==> src/design/ira_pkg.sv <==
// Constants shared by the indexed register access front end.
// Assumes a byte wide host bus decoded down to a three bit port number.
package ira_pkg;

	// Host port numbers (low address bits of the parallel bus)
	localparam logic [2:0] IRA_PORT_BOOT_A = 3'h0;
	localparam logic [2:0] IRA_PORT_BOOT_B = 3'h4;
	localparam logic [2:0] IRA_PORT_INDEX  = 3'h5;
	localparam logic [2:0] IRA_PORT_DATA   = 3'h6;

	// Index register layout
	localparam int IRA_BUSY_BIT = 7;
	localparam int IRA_PTR_W    = 7;

	// Internal register addresses
	localparam logic [6:0] IRA_A_CONFIG    = 7'h40;
	localparam logic [6:0] IRA_A_EVT_FIRST = 7'h41;
	localparam logic [6:0] IRA_A_EVT_SECND = 7'h42;
	localparam logic [6:0] IRA_A_MGMT_M1   = 7'h43;
	localparam logic [6:0] IRA_A_MGMT_M2   = 7'h44;
	localparam logic [6:0] IRA_A_HOST_M1   = 7'h45;
	localparam logic [6:0] IRA_A_HOST_M2   = 7'h46;
	localparam logic [6:0] IRA_A_VID_FAN   = 7'h47;
	localparam logic [6:0] IRA_A_SER_ADDR  = 7'h48;
	localparam logic [6:0] IRA_A_CHIP_ID   = 7'h49;

	// Address ranges
	localparam logic [6:0] IRA_BOOT_TOP    = 7'h1f;
	localparam logic [6:0] IRA_VAL_LO_BASE = 7'h20;
	localparam logic [6:0] IRA_VAL_LO_TOP  = 7'h3f;
	localparam logic [6:0] IRA_VAL_HI_BASE = 7'h60;
	localparam logic [6:0] IRA_VAL_HI_TOP  = 7'h7f;
	localparam logic [6:0] IRA_PTR_STEP    = 7'h01;

	// Reset values
	localparam logic [7:0] IRA_RST_INDEX   = 8'h00;
	localparam logic [7:0] IRA_RST_CONFIG  = 8'h08;
	localparam logic [7:0] IRA_RST_ZERO    = 8'h00;
	localparam logic [7:0] IRA_RST_HOST_M2 = 8'h40;
	localparam logic [3:0] IRA_RST_FAN_DIV = 4'h5;
	localparam logic [7:0] IRA_RST_SER     = 8'h2d;

	// Field positions
	localparam int IRA_CFG_INIT_BIT = 7;
	localparam int IRA_EVT2_OVF_BIT = 5;
	localparam logic [7:0] IRA_EVT2_USED = 8'h7f;

endpackage

==> src/design/ira_boot_store.sv <==
// Boot progress store: 32 bytes filled through the dedicated boot ports.
// Assumes one write strobe per clock at most; reads are combinational.
`timescale 1ns/10ps
module ira_boot_store #(
	parameter int DEPTH = 32
) (
	input  wire logic                     clock,     // System clock
	input  wire logic                     rst_n,     // Async reset, low
	input  wire logic                     boot_wr,   // Boot port write
	input  wire logic [7:0]               boot_wdata,// Boot code byte
	input  wire logic [$clog2(DEPTH)-1:0] rd_addr,   // Read location
	output logic      [7:0]               rd_data,   // Read byte
	output logic                          overflow   // Top slot written
);

	logic [7:0]               mem [DEPTH];
	logic [$clog2(DEPTH)-1:0] wptr_ff;
	logic                     full_ff;

	localparam logic [$clog2(DEPTH)-1:0] TOP = ($clog2(DEPTH))'(DEPTH - 1);

	////////////////////////////////////////////////////////////////////////
	// Once the top slot is written further bytes are dropped so the early
	// codes, which matter most when a boot hangs, are never overwritten.
	always_ff @(posedge clock or negedge rst_n) begin
		if (!rst_n) begin
			wptr_ff <= '0;
			full_ff <= 1'b0;
		end else if (boot_wr && !full_ff) begin
			if (wptr_ff == TOP) begin
				full_ff <= 1'b1;
			end else begin
				wptr_ff <= wptr_ff + 1'b1;
			end
		end
	end

	always_ff @(posedge clock) begin
		if (boot_wr && !full_ff) begin
			mem[wptr_ff] <= boot_wdata;
		end
	end

	assign overflow = boot_wr && !full_ff && (wptr_ff == TOP);
	assign rd_data  = mem[rd_addr];

endmodule

==> src/design/ira_top.sv <==
// Indexed register access front end: index port, data port, register map.
// Assumes the host bus gives one-cycle read and write strobes.
// What this block does
// - Index port holds a read/write 7-bit pointer selecting the data target
// - Reset clears the pointer and the busy flag
// - Index bit 7 is a read-only busy flag for either bus
// - Busy sets on index write and while serial transfer runs
// - Data access clears host busy; serial busy ends with transfer
// - Data access at first event flags moves pointer to second
// - Data access at first management mask moves pointer to second
// - Data access at first host mask moves pointer to second
// - Boot range pointer advances by one, stops at top
// - Upper value range pointer advances by one, stops at top
// - Reading event flags returns then clears them
// - Data port boot reads use index pointer, not boot write pointer
`timescale 1ns/10ps
module ira_top #(
	parameter logic [7:0] CHIP_ID = 8'h00  // Arbitrary identity value
) (
	input  wire logic       clock,          // 200 MHz system clock
	input  wire logic       rst_n,          // Async reset, low
	input  wire logic [2:0] host_port,      // Host port number
	input  wire logic       host_rd,        // Host read strobe
	input  wire logic       host_wr,        // Host write strobe
	input  wire logic [7:0] host_wdata,     // Host write data
	output logic      [7:0] host_rdata,     // Host read data
	input  wire logic       serial_busy,    // Serial transfer running
	input  wire logic [7:0] evt_set_first,  // Monitor sets flags 1
	input  wire logic [7:0] evt_set_second, // Monitor sets flags 2
	input  wire logic [3:0] voltage_id_inputs, // Voltage id pins
	output logic      [7:0] cfg_out,        // Configuration reg
	output logic      [7:0] mgmt_mask_out1, // Mgmt mask 1
	output logic      [7:0] mgmt_mask_out2, // Mgmt mask 2
	output logic      [7:0] host_mask_out1, // Host irq mask 1
	output logic      [7:0] host_mask_out2, // Host irq mask 2
	output logic      [7:0] evt_first_out,  // Event flags 1
	output logic      [7:0] evt_second_out, // Event flags 2
	output logic      [7:0] serial_addr_out,// Serial slave address
	output logic      [3:0] fan_div_out     // Fan divider field
);

	import ira_pkg::*;

	logic [6:0] pointer_bits_ff;
	logic [6:0] nxt_pointer_bits;
	logic       busy_host_ff;
	logic       busy;
	logic [7:0] cfg_ff, mgmt1_ff, mgmt2_ff, host1_ff, host2_ff;
	logic [7:0] evt1_ff, evt2_ff, nxt_evt1, nxt_evt2;
	logic [7:0] ser_ff;
	logic [3:0] fan_ff;
	logic [7:0] rdata_ff, nxt_rdata;
	logic [7:0] val_ram [64];
	logic [7:0] boot_rd;
	logic       boot_ovf;
	logic       idx_wr, data_acc, data_rd, data_wr, boot_wr, init_wr;
	logic       in_val_lo, in_val_hi;
	logic [5:0] val_idx;

	assign idx_wr    = host_wr && host_port == IRA_PORT_INDEX;
	assign data_rd   = host_rd && host_port == IRA_PORT_DATA;
	assign data_wr   = host_wr && host_port == IRA_PORT_DATA;
	assign data_acc  = data_rd || data_wr;
	assign boot_wr   = host_wr && (host_port == IRA_PORT_BOOT_A ||
	                               host_port == IRA_PORT_BOOT_B);
	assign init_wr   = data_wr && pointer_bits_ff == IRA_A_CONFIG &&
	                   host_wdata[IRA_CFG_INIT_BIT];
	assign in_val_lo = pointer_bits_ff >= IRA_VAL_LO_BASE &&
	                   pointer_bits_ff <= IRA_VAL_LO_TOP;
	assign in_val_hi = pointer_bits_ff >= IRA_VAL_HI_BASE;
	assign val_idx   = {in_val_hi, pointer_bits_ff[4:0]};

	////////////////////////////////////////////////////////////////////////
	// boot reads use the index pointer; the store keeps its own write pointer
	ira_boot_store #(
		.DEPTH(32)
	) u_boot (
		.clock      (clock),
		.rst_n      (rst_n),
		.boot_wr    (boot_wr),
		.boot_wdata (host_wdata),
		.rd_addr    (pointer_bits_ff[4:0]),
		.rd_data    (boot_rd),
		.overflow   (boot_ovf)
	);

	////////////////////////////////////////////////////////////////////////
	// Pointer stepping after each data port access
	always_comb begin
		nxt_pointer_bits = pointer_bits_ff;
		if (idx_wr) begin
			nxt_pointer_bits = host_wdata[IRA_PTR_W-1:0];
		end else if (data_acc) begin
			if (pointer_bits_ff == IRA_A_EVT_FIRST) begin
				nxt_pointer_bits = IRA_A_EVT_SECND;
			end else if (pointer_bits_ff == IRA_A_MGMT_M1) begin
				nxt_pointer_bits = IRA_A_MGMT_M2;
			end else if (pointer_bits_ff == IRA_A_HOST_M1) begin
				nxt_pointer_bits = IRA_A_HOST_M2;
			end else if (pointer_bits_ff < IRA_BOOT_TOP) begin
				nxt_pointer_bits = pointer_bits_ff + IRA_PTR_STEP;
			end else if (in_val_hi && pointer_bits_ff != IRA_VAL_HI_TOP) begin
				nxt_pointer_bits = pointer_bits_ff + IRA_PTR_STEP;
			end
		end
	end

	always_ff @(posedge clock or negedge rst_n) begin
		if (!rst_n) begin
			pointer_bits_ff <= IRA_RST_INDEX[IRA_PTR_W-1:0];
		end else begin
			pointer_bits_ff <= nxt_pointer_bits;
		end
	end

	////////////////////////////////////////////////////////////////////////
	// host busy set and clear
	always_ff @(posedge clock or negedge rst_n) begin
		if (!rst_n) begin
			busy_host_ff <= IRA_RST_INDEX[IRA_BUSY_BIT];
		end else if (idx_wr) begin
			busy_host_ff <= 1'b1;
		end else if (data_acc) begin
			busy_host_ff <= 1'b0;
		end
	end

	assign busy = busy_host_ff || serial_busy;

	////////////////////////////////////////////////////////////////////////
	// Writable registers; the init bit restores all but the serial address and the value RAM
	always_ff @(posedge clock or negedge rst_n) begin
		if (!rst_n) begin
			cfg_ff   <= IRA_RST_CONFIG;
			mgmt1_ff <= IRA_RST_ZERO;
			mgmt2_ff <= IRA_RST_ZERO;
			host1_ff <= IRA_RST_ZERO;
			host2_ff <= IRA_RST_HOST_M2;
			fan_ff   <= IRA_RST_FAN_DIV;
		end else if (init_wr) begin
			cfg_ff   <= IRA_RST_CONFIG;
			mgmt1_ff <= IRA_RST_ZERO;
			mgmt2_ff <= IRA_RST_ZERO;
			host1_ff <= IRA_RST_ZERO;
			host2_ff <= IRA_RST_HOST_M2;
			fan_ff   <= IRA_RST_FAN_DIV;
		end else if (data_wr) begin
			if (pointer_bits_ff == IRA_A_CONFIG) begin
				cfg_ff <= host_wdata;
			end else if (pointer_bits_ff == IRA_A_MGMT_M1) begin
				mgmt1_ff <= host_wdata;
			end else if (pointer_bits_ff == IRA_A_MGMT_M2) begin
				mgmt2_ff <= host_wdata;
			end else if (pointer_bits_ff == IRA_A_HOST_M1) begin
				host1_ff <= host_wdata;
			end else if (pointer_bits_ff == IRA_A_HOST_M2) begin
				host2_ff <= host_wdata;
			end else if (pointer_bits_ff == IRA_A_VID_FAN) begin
				fan_ff <= host_wdata[7:4];
			end
		end
	end

	always_ff @(posedge clock or negedge rst_n) begin
		if (!rst_n) begin
			ser_ff <= IRA_RST_SER;
		end else if (data_wr && pointer_bits_ff == IRA_A_SER_ADDR) begin
			ser_ff <= host_wdata;
		end
	end

	always_ff @(posedge clock) begin
		if (data_wr && (in_val_lo || in_val_hi)) begin
			val_ram[val_idx] <= host_wdata;
		end
	end

	////////////////////////////////////////////////////////////////////////
	// read clears flags; a new event in the same cycle survives
	always_comb begin
		nxt_evt1 = evt1_ff;
		nxt_evt2 = evt2_ff;
		if (data_rd && pointer_bits_ff == IRA_A_EVT_FIRST) begin
			nxt_evt1 = IRA_RST_ZERO;
		end
		if (data_rd && pointer_bits_ff == IRA_A_EVT_SECND) begin
			nxt_evt2 = IRA_RST_ZERO;
		end
		nxt_evt1 = nxt_evt1 | evt_set_first;
		nxt_evt2 = (nxt_evt2 | evt_set_second) & IRA_EVT2_USED;
		nxt_evt2[IRA_EVT2_OVF_BIT] = nxt_evt2[IRA_EVT2_OVF_BIT] | boot_ovf;
	end

	always_ff @(posedge clock or negedge rst_n) begin
		if (!rst_n) begin
			evt1_ff <= IRA_RST_ZERO;
			evt2_ff <= IRA_RST_ZERO;
		end else if (init_wr) begin
			evt1_ff <= IRA_RST_ZERO;
			evt2_ff <= IRA_RST_ZERO;
		end else begin
			evt1_ff <= nxt_evt1;
			evt2_ff <= nxt_evt2;
		end
	end

	////////////////////////////////////////////////////////////////////////
	// Read data mux, registered one cycle after the strobe
	always_comb begin
		nxt_rdata = rdata_ff;
		if (host_rd && host_port == IRA_PORT_INDEX) begin
			nxt_rdata = {busy, pointer_bits_ff};
		end else if (data_rd) begin
			if (pointer_bits_ff <= IRA_BOOT_TOP) begin
				nxt_rdata = boot_rd;
			end else if (in_val_lo || in_val_hi) begin
				nxt_rdata = val_ram[val_idx];
			end else if (pointer_bits_ff == IRA_A_CONFIG) begin
				nxt_rdata = cfg_ff;
			end else if (pointer_bits_ff == IRA_A_EVT_FIRST) begin
				nxt_rdata = evt1_ff;
			end else if (pointer_bits_ff == IRA_A_EVT_SECND) begin
				nxt_rdata = evt2_ff;
			end else if (pointer_bits_ff == IRA_A_MGMT_M1) begin
				nxt_rdata = mgmt1_ff;
			end else if (pointer_bits_ff == IRA_A_MGMT_M2) begin
				nxt_rdata = mgmt2_ff;
			end else if (pointer_bits_ff == IRA_A_HOST_M1) begin
				nxt_rdata = host1_ff;
			end else if (pointer_bits_ff == IRA_A_HOST_M2) begin
				nxt_rdata = host2_ff;
			end else if (pointer_bits_ff == IRA_A_VID_FAN) begin
				nxt_rdata = {fan_ff, voltage_id_inputs};
			end else if (pointer_bits_ff == IRA_A_SER_ADDR) begin
				nxt_rdata = ser_ff;
			end else if (pointer_bits_ff == IRA_A_CHIP_ID) begin
				nxt_rdata = CHIP_ID;
			end else begin
				nxt_rdata = IRA_RST_ZERO;
			end
		end
	end

	always_ff @(posedge clock or negedge rst_n) begin
		if (!rst_n) begin
			rdata_ff <= IRA_RST_ZERO;
		end else begin
			rdata_ff <= nxt_rdata;
		end
	end

	assign host_rdata      = rdata_ff;
	assign cfg_out         = cfg_ff;
	assign mgmt_mask_out1  = mgmt1_ff;
	assign mgmt_mask_out2  = mgmt2_ff;
	assign host_mask_out1  = host1_ff;
	assign host_mask_out2  = host2_ff;
	assign evt_first_out   = evt1_ff;
	assign evt_second_out  = evt2_ff;
	assign serial_addr_out = ser_ff;
	assign fan_div_out     = fan_ff;
endmodule

==> config.mk <==
export PLATFORM = sky130hd
export DESIGN_NAME = ira_top
export DESIGN_NICKNAME = d
export VERILOG_FILES = /design/src/design/ira_pkg.sv /design/src/design/ira_boot_store.sv /design/src/design/ira_top.sv
export SDC_FILE = /design/constraint.sdc
export NUM_CORES = 1
export LEC_CHECK = 0
export BUFFER_PORTS_ARGS = -buffer_cell sky130_fd_sc_hd__buf_2
export CAP_MARGIN = 20
export CORE_MARGIN = 1
export CORE_UTILIZATION = 56
export DETAILED_ROUTE_END_ITERATION = 8
export PLACE_DENSITY_LB_ADDON = 0.08
export SETUP_SLACK_MARGIN = 0.4
export SKIP_LAST_GASP = 1
export SLEW_MARGIN = 10
export SYNTH_ARGS = -nofsm -noshare
export SYNTH_HDL_FRONTEND = slang
export SYNTH_SLANG_ARGS = --single-unit
==> constraint.sdc <==
create_clock -name clock -period 3.5 [get_ports clock]
set_clock_uncertainty 0.15 [all_clocks]
set_input_delay 0.175 -clock clock [delete_from_list [all_inputs] [get_ports clock]]
set_output_delay 0.175 -clock clock [all_outputs]
set_load 0.05 [all_outputs]
; ---- Word level (Yosys, flattened, before mapping)
; Memory sizes are Yosys's and may differ from the RTL's.
; Cells that the tools add are included.
[classes]
add_sub_neg = 2
magnitude_cmp = 5
eq_ne = 19
n_mux = 63
bitwise = 4
reduce_logical = 40
[op_table]
columns = operator, n
row1 = two-way mux 8 bit, 40
row2 = "== test 7 bit, second input constant", 9
row3 = two-way mux 7 bit, 9
row4 = two-way mux 4 bit, 8
row5 = nonzero test 2 bit, 9
row6 = logical AND 1 bit, 15
row7 = "inequality test 2 bit, second input constant", 5
row8 = "== test 3 bit, second input constant", 3
row9 = bitwise OR 8 bit, 1
row10 = AND reduction 2 bit, 4
row11 = "adder 7 x 1 -> 7 bit, second input constant", 1
row12 = ">= comparator 7 x 6 -> 1 bit, second input constant", 1
row13 = ">= comparator 7 bit, second input constant", 1
row14 = "less-or-equal comparator 7 x 5 -> 1 bit, second input constant", 1
row15 = "less-or-equal comparator 7 x 6 -> 1 bit, second input constant", 1
row16 = "less-than comparator 7 x 5 -> 1 bit, second input constant", 1
row17 = "inequality test 7 bit, second input constant", 1
row18 = bitwise OR 7 bit, 1
row19 = AND reduction 7 bit, 1
row20 = two-way mux 1 bit, 6
row21 = AND reduction 6 bit, 1
row22 = nonzero test 6 bit, 1
row23 = "adder 5 x 1 -> 5 bit, second input constant", 1
row24 = "== test 5 bit, second input constant", 1
row25 = other kinds (8), 11
[word_totals]
ff_bits = 89
ram_bits = 768
output_inout_bits = 76
mem_count = 2
[mem_list]
columns = name, depth, word_bits, rd, rd_ports_with_merged_regs, write_ports, line
row1 = val_ram, 64, 8, 1, 0, 1, ira_top.sv:53  ; logic [7:0] val_ram [64];
row2 = u_boot.mem, 32, 8, 1, 0, 1, ira_boot_store.sv:16  ; logic [7:0] mem [DEPTH];

; ---- Logic depth before layout (Yosys ltp)
; Gate-level depths: netlist of run 1.
[logic_depth]
word_depth = 14
depth_mapped = 15
depth_no_buf = 9

; ---- Modules after synthesis
; A second synthesis of run 1 with hierarchy kept.
[unflattened]
hier_cells = 2073
area_unflattened_um2 = 35056.1
[modules_own_cells]
columns = module, n_inst, cells_each, area_each_um2, seq_area_each_um2
row1 = ira_top, 1, 1637, 24841.3, 17461.7
row2 = ira_boot_store, 1, 436, 10214.8, 7837.5

; ---- Least setup slack after synthesis of run 1
; OpenSTA, ideal clock, no wires.
[synth_path]
path_type = flip-flop to flip-flop
start = reg pointer_bits_ff[0]
end = reg rdata_ff[2], in the netlist host_rdata[2]
setup_ns = 0.088
arrival_ns = 3.228
slack_ns = 0.034
stages_incl_launch_ff = 15
n_path_buf = 5
cell_sequence = dfrtp_1 -> buf_2 -> buf_4 -> clkinv_1 -> clkbuf_1 -> clkbuf_1 -> ha_1 -> nor2b_1 -> and3_1 -> clkbuf_1 -> o2bb2ai_1 -> o211ai_1 -> o2bb2ai_1 -> a2111o_1 -> a41oi_1
[synth_via]
elab_chain_len = 14
elab_cells_between_ends = 30
cone_classes = 4 x order compare / 9 x eq/ne / 13 x mux / 2 x reduce/logical / 2 x memory
[synth_lines]
columns = item, line
row1 = start: declaration, ira_top.sv:44  ; logic [6:0] pointer_bits_ff;
row2 = start signal: assignment, ira_top.sv:110  ; pointer_bits_ff <= IRA_RST_INDEX[IRA_PTR_W-1:0];
row3 = start signal: assignment, ira_top.sv:112  ; pointer_bits_ff <= nxt_pointer_bits;
row4 = "parallel branches: the longest is 11 deep, another holds memory (64 x 8 bit)", --
row5 = two-way mux 8 bit (*), ira_top.sv:214  ; if (pointer_bits_ff <= IRA_BOOT_TOP) begin
row6 = two-way mux 8 bit (*), ira_top.sv:213  ; end else if (data_rd) begin
row7 = two-way mux 8 bit (*), ira_top.sv:211  ; if (host_rd && host_port == IRA_PORT_INDEX) begin
row8 = end signal: assignment, ira_top.sv:248  ; rdata_ff <= nxt_rdata;
row9 = end: declaration, ira_top.sv:52  ; logic [7:0] rdata_ff, nxt_rdata;
; Mark *: on every way between the ends. The select of a mux whose other input is x is not followed.
; A chain may end at the register's enable or synchronous reset.

; ---- Worst setup path in the final report of run 1
[layout_path]
start = reg pointer_bits_ff[1]
end = reg rdata_ff[6], in the netlist host_rdata[6]
; The elaborated chain is that of the path after synthesis.

==> results_dict.tcl, run 1 <==
set metrics [dict create \
    dp_hpwl_mm 65.2 \
    critical_path.cell_chain "buf_4, and3b_4, buf_6, a22o_1, a221oi_1, o211ai_1, o21ai_1, a221oi_2, buf_4, a2bb2oi_1" \
    slowest_delay_ps 540 \
    fmax_mhz 320 \
    async_reset_ff_share_pct 10.4 \
    min_path_type "in -> reg" \
    clock-sinks 857 \
    ant_nets 0 \
    nets 2643 \
    yosysWarnings 0 \
    grt_pass1_wl_mm 148 \
    synth_top_family_by_area "compound AO/OA/AOI/OAI gates" \
    synth_top_area_share_pct 67.6 \
    core_area_um2 60200 \
    drt-met1-wl_mm 40.5 \
    syn_nets 2302 \
    clk_pin_slew_ps 60 \
    leakage_nw 14.0 \
    grt_usage_pct 32.9 \
    cp_num_buf_inv 3 \
    grt_setup_unrepaired "true" \
    crit_fanout 15 \
    crit_slowest_cell "dfrtp_4" \
    critPathKind "reg -> reg" \
    p_per_area_nw_per_um2 775 \
    endpoint_kind "flip-flop" \
    syn2layout_area_growth_pct 18.4 \
    row_count 90 \
    tightest_slew_ps 1090 \
    cp.arrival_ps 3540 \
    synth-compound-area-share_pct 12.0 \
    totalWireLength_mm 102 \
    routabilityCongestion 0.929 \
    drc 0 \
    final-hold-violation-count 0 \
    highest_layer "met4" \
    post_synth.cell_area_avg_um2 15.1 \
    relSlewSlack_pct 27.4 \
    crit_required_ps 3910 \
    timing.critical_path.from_type "flip-flop" \
    avgViaCountPerCell 6.54 \
    synth-seq-cells 857 \
    largest-register "val_ram" \
    synth_top_area_cell "edfxtp_1" \
    synth_area_leaders "edfxtp_1, dfrtp_1, mux2i_1, nor2_1, a22oi_1" \
    grt_max_degree 106 \
    num_vias 22500 \
    drv_slew 0 \
    wl_met2_mm 46.7 \
    die_area_um2 61900 \
    die_width_um 249 \
    start_util_pct 56.7 \
    reg_top3 "val_ram (512), u_boot.mem (256)" \
    layout-drive-gt1-share_pct 22.5 \
    h-tree-depth 3 \
    routedWlPerCell_um 29.6 \
    syn-cell-area_um2 34100 \
    drv_cap 0 \
    synth-main-ff-cell "edfxtp_1" \
    die_h_um 249 \
    synth-edff-count 768 \
    synthCells 2257 \
    period_share_pct 89.3 \
    cts_buffers 87 \
    fin_setup_tns_ps 0 \
    synth_cell_types 79 \
    synth_xor_area_share_pct 0.0770 \
    fill_cells 4114 \
    clock-root-buffer "clkbuf_16" \
    port-buffer-count 109 \
    final_util_pct 67.1 \
    cts_tree "done" \
    synthMuxAreaShare_pct 4.97 \
    io_pins 112 \
    diodes 0 \
    ir_drop_mv 0.430 \
    largest_reg_flops 512 \
    first_pass_iters 6 \
    crit_family "compound AO/OA/AOI/OAI gates" \
    clock_path_buffers 3 \
    synthAdderAreaFrac_pct 0.330 \
    crit_top_cell "buf_4" \
    layout_min_cycle_time_ps 3120 \
    grt_pass1_vias 21800 \
    finalSetupViolCount 0 \
    drt_iter0_markers 3107 \
    synth_simple_gate_area_share_pct 6.55 \
    dr_wl_met3_mm 11.0 \
    yosysSeqAreaShare_pct 74.1 \
    antenna_found_initial 2 \
    status "completed" \
    grt_overflow 0 \
    clkLatencyLatePin_ps 650 \
]
layout by cell type, fill, tap and decap left out, drive strengths merged, types with 6 or more instances in the layout:
master	synthesis	routed
nand3b	10	10
a22o	37	37
nor3b	6	6
a222oi	8	8
bufinv	0	6
a221oi	66	66
inv	11	12
o2bb2ai	20	20
nand3	19	19
mux4	18	18
nor2	202	202
nor2b	8	8
a21oi	134	134
mux2i	78	78
and2	9	9
and3	18	18
ha	9	9
dfstp	8	8
a22oi	90	90
a31oi	30	30
o21ai	107	107
nand4	11	11
nor3	8	8
edfxtp	768	768
o211ai	26	26
nand2b	6	6
dfrtp	81	81
nor4	6	6
clkbuf	70	108
a211oi	11	11
dlygate4sd3	0	28
mux2	45	45
a221o	10	10
o22ai	13	13
and3b	6	6
nand2	176	176
buf	69	362
clkinv	1	38
final timing paths:
| kind | from | end | slack, ps | cells after the start |
|---|---|---|---|---|
| worst min register to register | cfg_out[3] | cfg_out[3] | 320 | 2 |
| worst min-delay path | host_wdata[7] | u_boot.mem[21][7] | 20 | 2 |
| min in group asynchronous | rst_n | serial_addr_out[1] | 30 | 2 |
| max in group asynchronous | rst_n | mgmt_mask_out1[1] | 2280 | 3 |
| worst max register to register | pointer_bits_ff[1] | host_rdata[6] | 380 | 10 |
| worst max-delay path | pointer_bits_ff[1] | host_rdata[6] | 380 | 10 |
per-stage QoR:
step | total power [W] | cells | cell area [µm²] | setup slack (ps) | hold WS, ps
after global routing | 0.0322 | 3447 | 40400 | 379 | 40.8
after floorplan | 0.0173 | 2257 | 34100 | 431 | -271
final | 0.0313 | 3447 | 40400 | 375 | 24.1
after detailed placement | 0.0218 | 3249 | 37100 | 46.4 | 172
after global placement | 0.0217 | 3249 | 37100 | 102 | 161
after CTS | 0.0308 | 3435 | 40200 | 387 | 12.1
per-layer routing:
metal	global-route usage, %	vias up
met4	13.1	0
li1	-	9581
met1	47.2	11300
met3	6.34	218
met5	0	-
met2	50.0	1427
area by class of cell:
cell class,instances,area [µm²],share of cell area (%)
multi-input cells,1249,8290,20.5
inverters,12,51.3,0.127
clock buffers,107,2300,5.70
flip-flops and latches,857,25300,62.6
clock inverters,49,442,1.09
well taps,782,978,2.42
repair buffers,391,3020,7.48
synthesized netlist by cell type (all sizes together) (4+ instances only):
| cell | count |
|---|---|
| edfxtp | 768 |
| nor2 | 202 |
| nand2 | 176 |
| a21oi | 134 |
| o21ai | 107 |
| a22oi | 90 |
| dfrtp | 81 |
| mux2i | 78 |
| clkbuf | 70 |
| buf | 69 |
| a221oi | 66 |
| mux2 | 45 |
| a22o | 37 |
| a31oi | 30 |
| o211ai | 26 |
| o2bb2ai | 20 |
| nand3 | 19 |
| and3 | 18 |
| mux4 | 18 |
| o22ai | 13 |
| a211oi | 11 |
| inv | 11 |
| nand4 | 11 |
| a221o | 10 |
| nand3b | 10 |
| and2 | 9 |
| ha | 9 |
| a222oi | 8 |
| dfstp | 8 |
| nor2b | 8 |
| nor3 | 8 |
| and3b | 6 |
| nand2b | 6 |
| nor3b | 6 |
| nor4 | 6 |
| a2bb2oi | 5 |
| or3 | 5 |
| a2111oi | 4 |
| o221ai | 4 |
kinds of logic after synthesis:
kind of cell             Yosys count
AO/OA/AOI/OAI                    597
buffers and inverters            151
other                              1
AND/OR/NAND/NOR                  498
XOR/XNOR                           3
flip-flops                       857
multiplexers                     141
adder cells (fa/ha/maj)            9
worst register-to-register path, stage by stage, from the launching register on:
cell and delay [ps]:
dfrtp_4 540, buf_4 290, and3b_4 370, buf_6 270, a22o_1 190, a221oi_1 60, o211ai_1 160, o21ai_1 260
a221oi_2 420, buf_4 180, a2bb2oi_1 150
what timing repair did:
| item | CTS | global route |
|---|---|---|
| gates resized for setup | 15 | 23 |
| hold buffers | 28 | 0 |
| pin swaps | 1 | 6 |
| setup endpoints to repair | 11 | 198 |
| endpoints found under the hold margin | 200 | 0 |
| cloned | 0 | 1 |
| buffers inserted | 2 | 9 |
power by group:
part	switching, W	internal, W
sequential	0.000315	0.0114
combinational	0.00691	0.00365
clock	0.00386	0.00513
(Power assumes the default switching activity.)
==> run 2, diff against run 1 <==
ABC_AREA = 1   (was default)
==> run 2 against run 1 <==
- critical path depth up 4
- sequential cell count unchanged
- worst setup slack better by 130 ps
- critical path type unchanged
- final cell count up 31%
- die area up 5.3%
- count of clock-buffer cells in the layout up 5
==> results_dict.tcl, run 2 <==
set metrics [dict create \
    status "completed" \
    crit_required_ps 3890 \
    yosysWarnings 0 \
    crit_start "pointer_bits_ff[0]" \
    drv_cap 0 \
    synth_area_leaders "edfxtp_1, nand2_1, dfrtp_1, nor2_1, a21oi_1" \
    switching_share_pct 35.4 \
    cp_num_buf_inv 2 \
    grt_pass1_wl_mm 148 \
    synthCells 3329 \
    ant_nets 0 \
    fin_setup_tns_ps 0 \
    clock-sinks 857 \
    clock_path_buffers 3 \
    h-tree-depth 3 \
    highest_layer "met4" \
    synthTopCellsByCount "nand2_1, edfxtp_1, nor2_1" \
    p_int_w 0.0185 \
    nets 3640 \
    totalWireLength_mm 99.3 \
    yosysSeqAreaShare_pct 70.4 \
    grt_max_degree 123 \
    routedWlPerCell_um 22.0 \
    stdcell_count 4514 \
    synth-main-ff-cell "edfxtp_1" \
    layout-drive-gt1-share_pct 13.4 \
    grt_pass1_vias 24400 \
    avgViaCountPerCell 5.68 \
    final-hold-violation-count 0 \
    crit_family "simple AND/OR/NAND/NOR gates" \
    syn-cell-area_um2 35900 \
    cp.arrival_ps 3390 \
    critical_path.cell_chain "buf_12, nand3_1, buf_4, o21ai_0, nor2_1, nand2_1, nand2_1, nand2_1, nor2_1, nor2_1, nor2_1, nand2_1, nand2_1, nand2_1" \
    drt-met1-wl_mm 41.8 \
    final_cell_mix "nand2_1, edfxtp_1, nor2_1, a21oi_1, buf_4" \
    ir_drop_mv 0.468 \
    layout_min_cycle_time_ps 2990 \
    cts_buffers 88 \
    finalSetupViolCount 0 \
    die_h_um 255 \
    drv_slew 0 \
    clk_pin_slew_ps 60 \
    switching_power_w 0.0101 \
    finalPower_w 0.0286 \
    row_count 92 \
    holdWs_ps 42.5 \
    core_area_um2 63200 \
    syn2layout_area_growth_pct 15.6 \
    leakage_nw 16.4 \
    regToRegSetupSlack_ps 510 \
    clkLatencyLatePin_ps 650 \
    reg2reg_from "pointer_bits_ff[0]" \
    synth_top_area_share_pct 64.2 \
    relSlewSlack_pct 36.6 \
    reg2reg_depth 14 \
    clock-root-buffer "clkbuf_16" \
    io_pins 112 \
    antenna_found_initial 0 \
    dr_wl_met3_mm 8.65 \
    yosysMostFrequentCell "nand2_1" \
    start_util_pct 56.9 \
    endpoint_kind "flip-flop" \
    first_pass_iters 6 \
    crit_slowest_cell "dfrtp_4" \
    die_width_um 255 \
    drt_iter0_markers 2773 \
    die_area_um2 65200 \
    crit_fanout 70 \
    crit_path_end "host_rdata[6]" \
    synth_cell_types 51 \
    largest-register "val_ram" \
    async_reset_ff_share_pct 10.4 \
    grt_overflow 0 \
    post_synth.cell_area_avg_um2 10.8 \
    cp.depth 14 \
    period_share_pct 85.5 \
    crit_top_cell "nand2_1" \
    seqPwrFrac_pct 39.9 \
    r2r-end "host_rdata[6]" \
    synth-edff-count 768 \
    drc 0 \
    min_path_type "in -> reg" \
    routabilityCongestion 0.904 \
    cts_tree "done" \
    p_comb_share_pct 29.2 \
    tightest_slew_ps 951 \
    synth_top_area_cell "edfxtp_1" \
    fmax_mhz 334 \
    slowest_delay_ps 580 \
    clockPowerShare_pct 30.9 \
    reg_top3 "val_ram (512), u_boot.mem (256)" \
    syn_nets 3374 \
    port-buffer-count 109 \
    fill_cells 4933 \
    wl_met2_mm 46.0 \
    grt_setup_unrepaired "true" \
    mostFrequentLayoutCell "nand2_1" \
    largest_reg_flops 512 \
    num_vias 25600 \
    synth-seq-cells 857 \
    grt_usage_pct 30.3 \
    dp_cells 4308 \
    timing.critical_path.from_type "flip-flop" \
    critPathKind "reg -> reg" \
    p_per_area_nw_per_um2 690 \
    dp_hpwl_mm 60.6 \
]
[run 2: through the flow]
| step | worst slack (ps) | utilization [%] | area, µm² |
|---|---|---|---|
| 6_report | 507 | 65.7 | 41500 |
| 5_1_grt | 381 | 65.7 | 41500 |
| 4_1_cts | 384 | 65.4 | 41400 |
| 3_5_place_dp | 349 | 60.6 | 38300 |
| 3_3_place_gp | 374 | 60.6 | 38300 |
| 2_1_floorplan | 801 | - | 35900 |
[run 2: layout make-up]
class	count	area [µm²]	share of cell area, %
antenna	1	2.50	0.00602
timing repair buffer	330	2530	6.10
sequential	857	25300	60.9
clock buffer	112	2340	5.65
inverter	116	458	1.10
tap	846	1060	2.55
multi-input combinational	2202	9470	22.8
clock inverter	50	362	0.871
[run 2: cell families after synthesis]
kind of cell / after synthesis / share of synthesized area, %
muxes: 1 / 0.0313
other: 1 / 0.0104
xor gates and xnor gates: 3 / 0.0731
buffers and inverters: 270 / 3.37
DFF: 857 / 70.4
adders and majority gates: 9 / 0.313
and+or+nand+nor: 1849 / 20.7
AOI/OAI and AO/OA: 339 / 5.12
[run 2: what timing repair did]
action,4_1_cts,5_1_grt
endpoints found under the setup margin,24,405
gates resized for setup,3,12
pin swaps,0,2
endpoints found under the hold margin,325,0
hold buffers,33,0
setup buffers,0,9
cloned,0,1
[run 2: worst reg2reg max path, cell delays in order (launching register included)]
cell and delay [ps]:
dfrtp_4 580, buf_12 250, nand3_1 170, buf_4 310, o21ai_0 130, nor2_1 110, nand2_1 160, nand2_1 120
nand2_1 50, nor2_1 300, nor2_1 80, nor2_1 230, nand2_1 130, nand2_1 70, nand2_1 40
[run 2: how the worst min path moves through the flow]
stage / startpoint / endpoint / slack [ps] / depth (start not counted)
3_5_place_dp: rst_n / mgmt_mask_out2[2] / 220 / 1
2_1_floorplan: rst_n / busy_host_ff / -270 / 0
4_1_cts: host_wdata[2] / u_boot.mem[20][2] / 40 / 1
6_report: host_wdata[2] / u_boot.mem[16][2] / 40 / 1
5_1_grt: host_wdata[2] / u_boot.mem[17][2] / 50 / 1
3_3_place_gp: rst_n / mgmt_mask_out2[0] / 200 / 1
[run 2: per-layer routing]
layer	up-vias	track usage, %
met5	-	0
met4	0	9.25
met3	181	4.93
met2	1218	47.8
met1	12400	43.5
li1	11800	-
[run 2: power by group through the flow]
stage | clock (W) | combinational [W] | sequential (W)
6_report | 0.00885 | 0.00837 | 0.0114
5_1_grt | 0.00933 | 0.00903 | 0.0114
4_1_cts | 0.00894 | 0.00810 | 0.0114
3_5_place_dp | 0 | 0.00802 | 0.0116
3_3_place_gp | 0 | 0.00794 | 0.0116
2_1_floorplan | 0 | 0.00483 | 0.0117
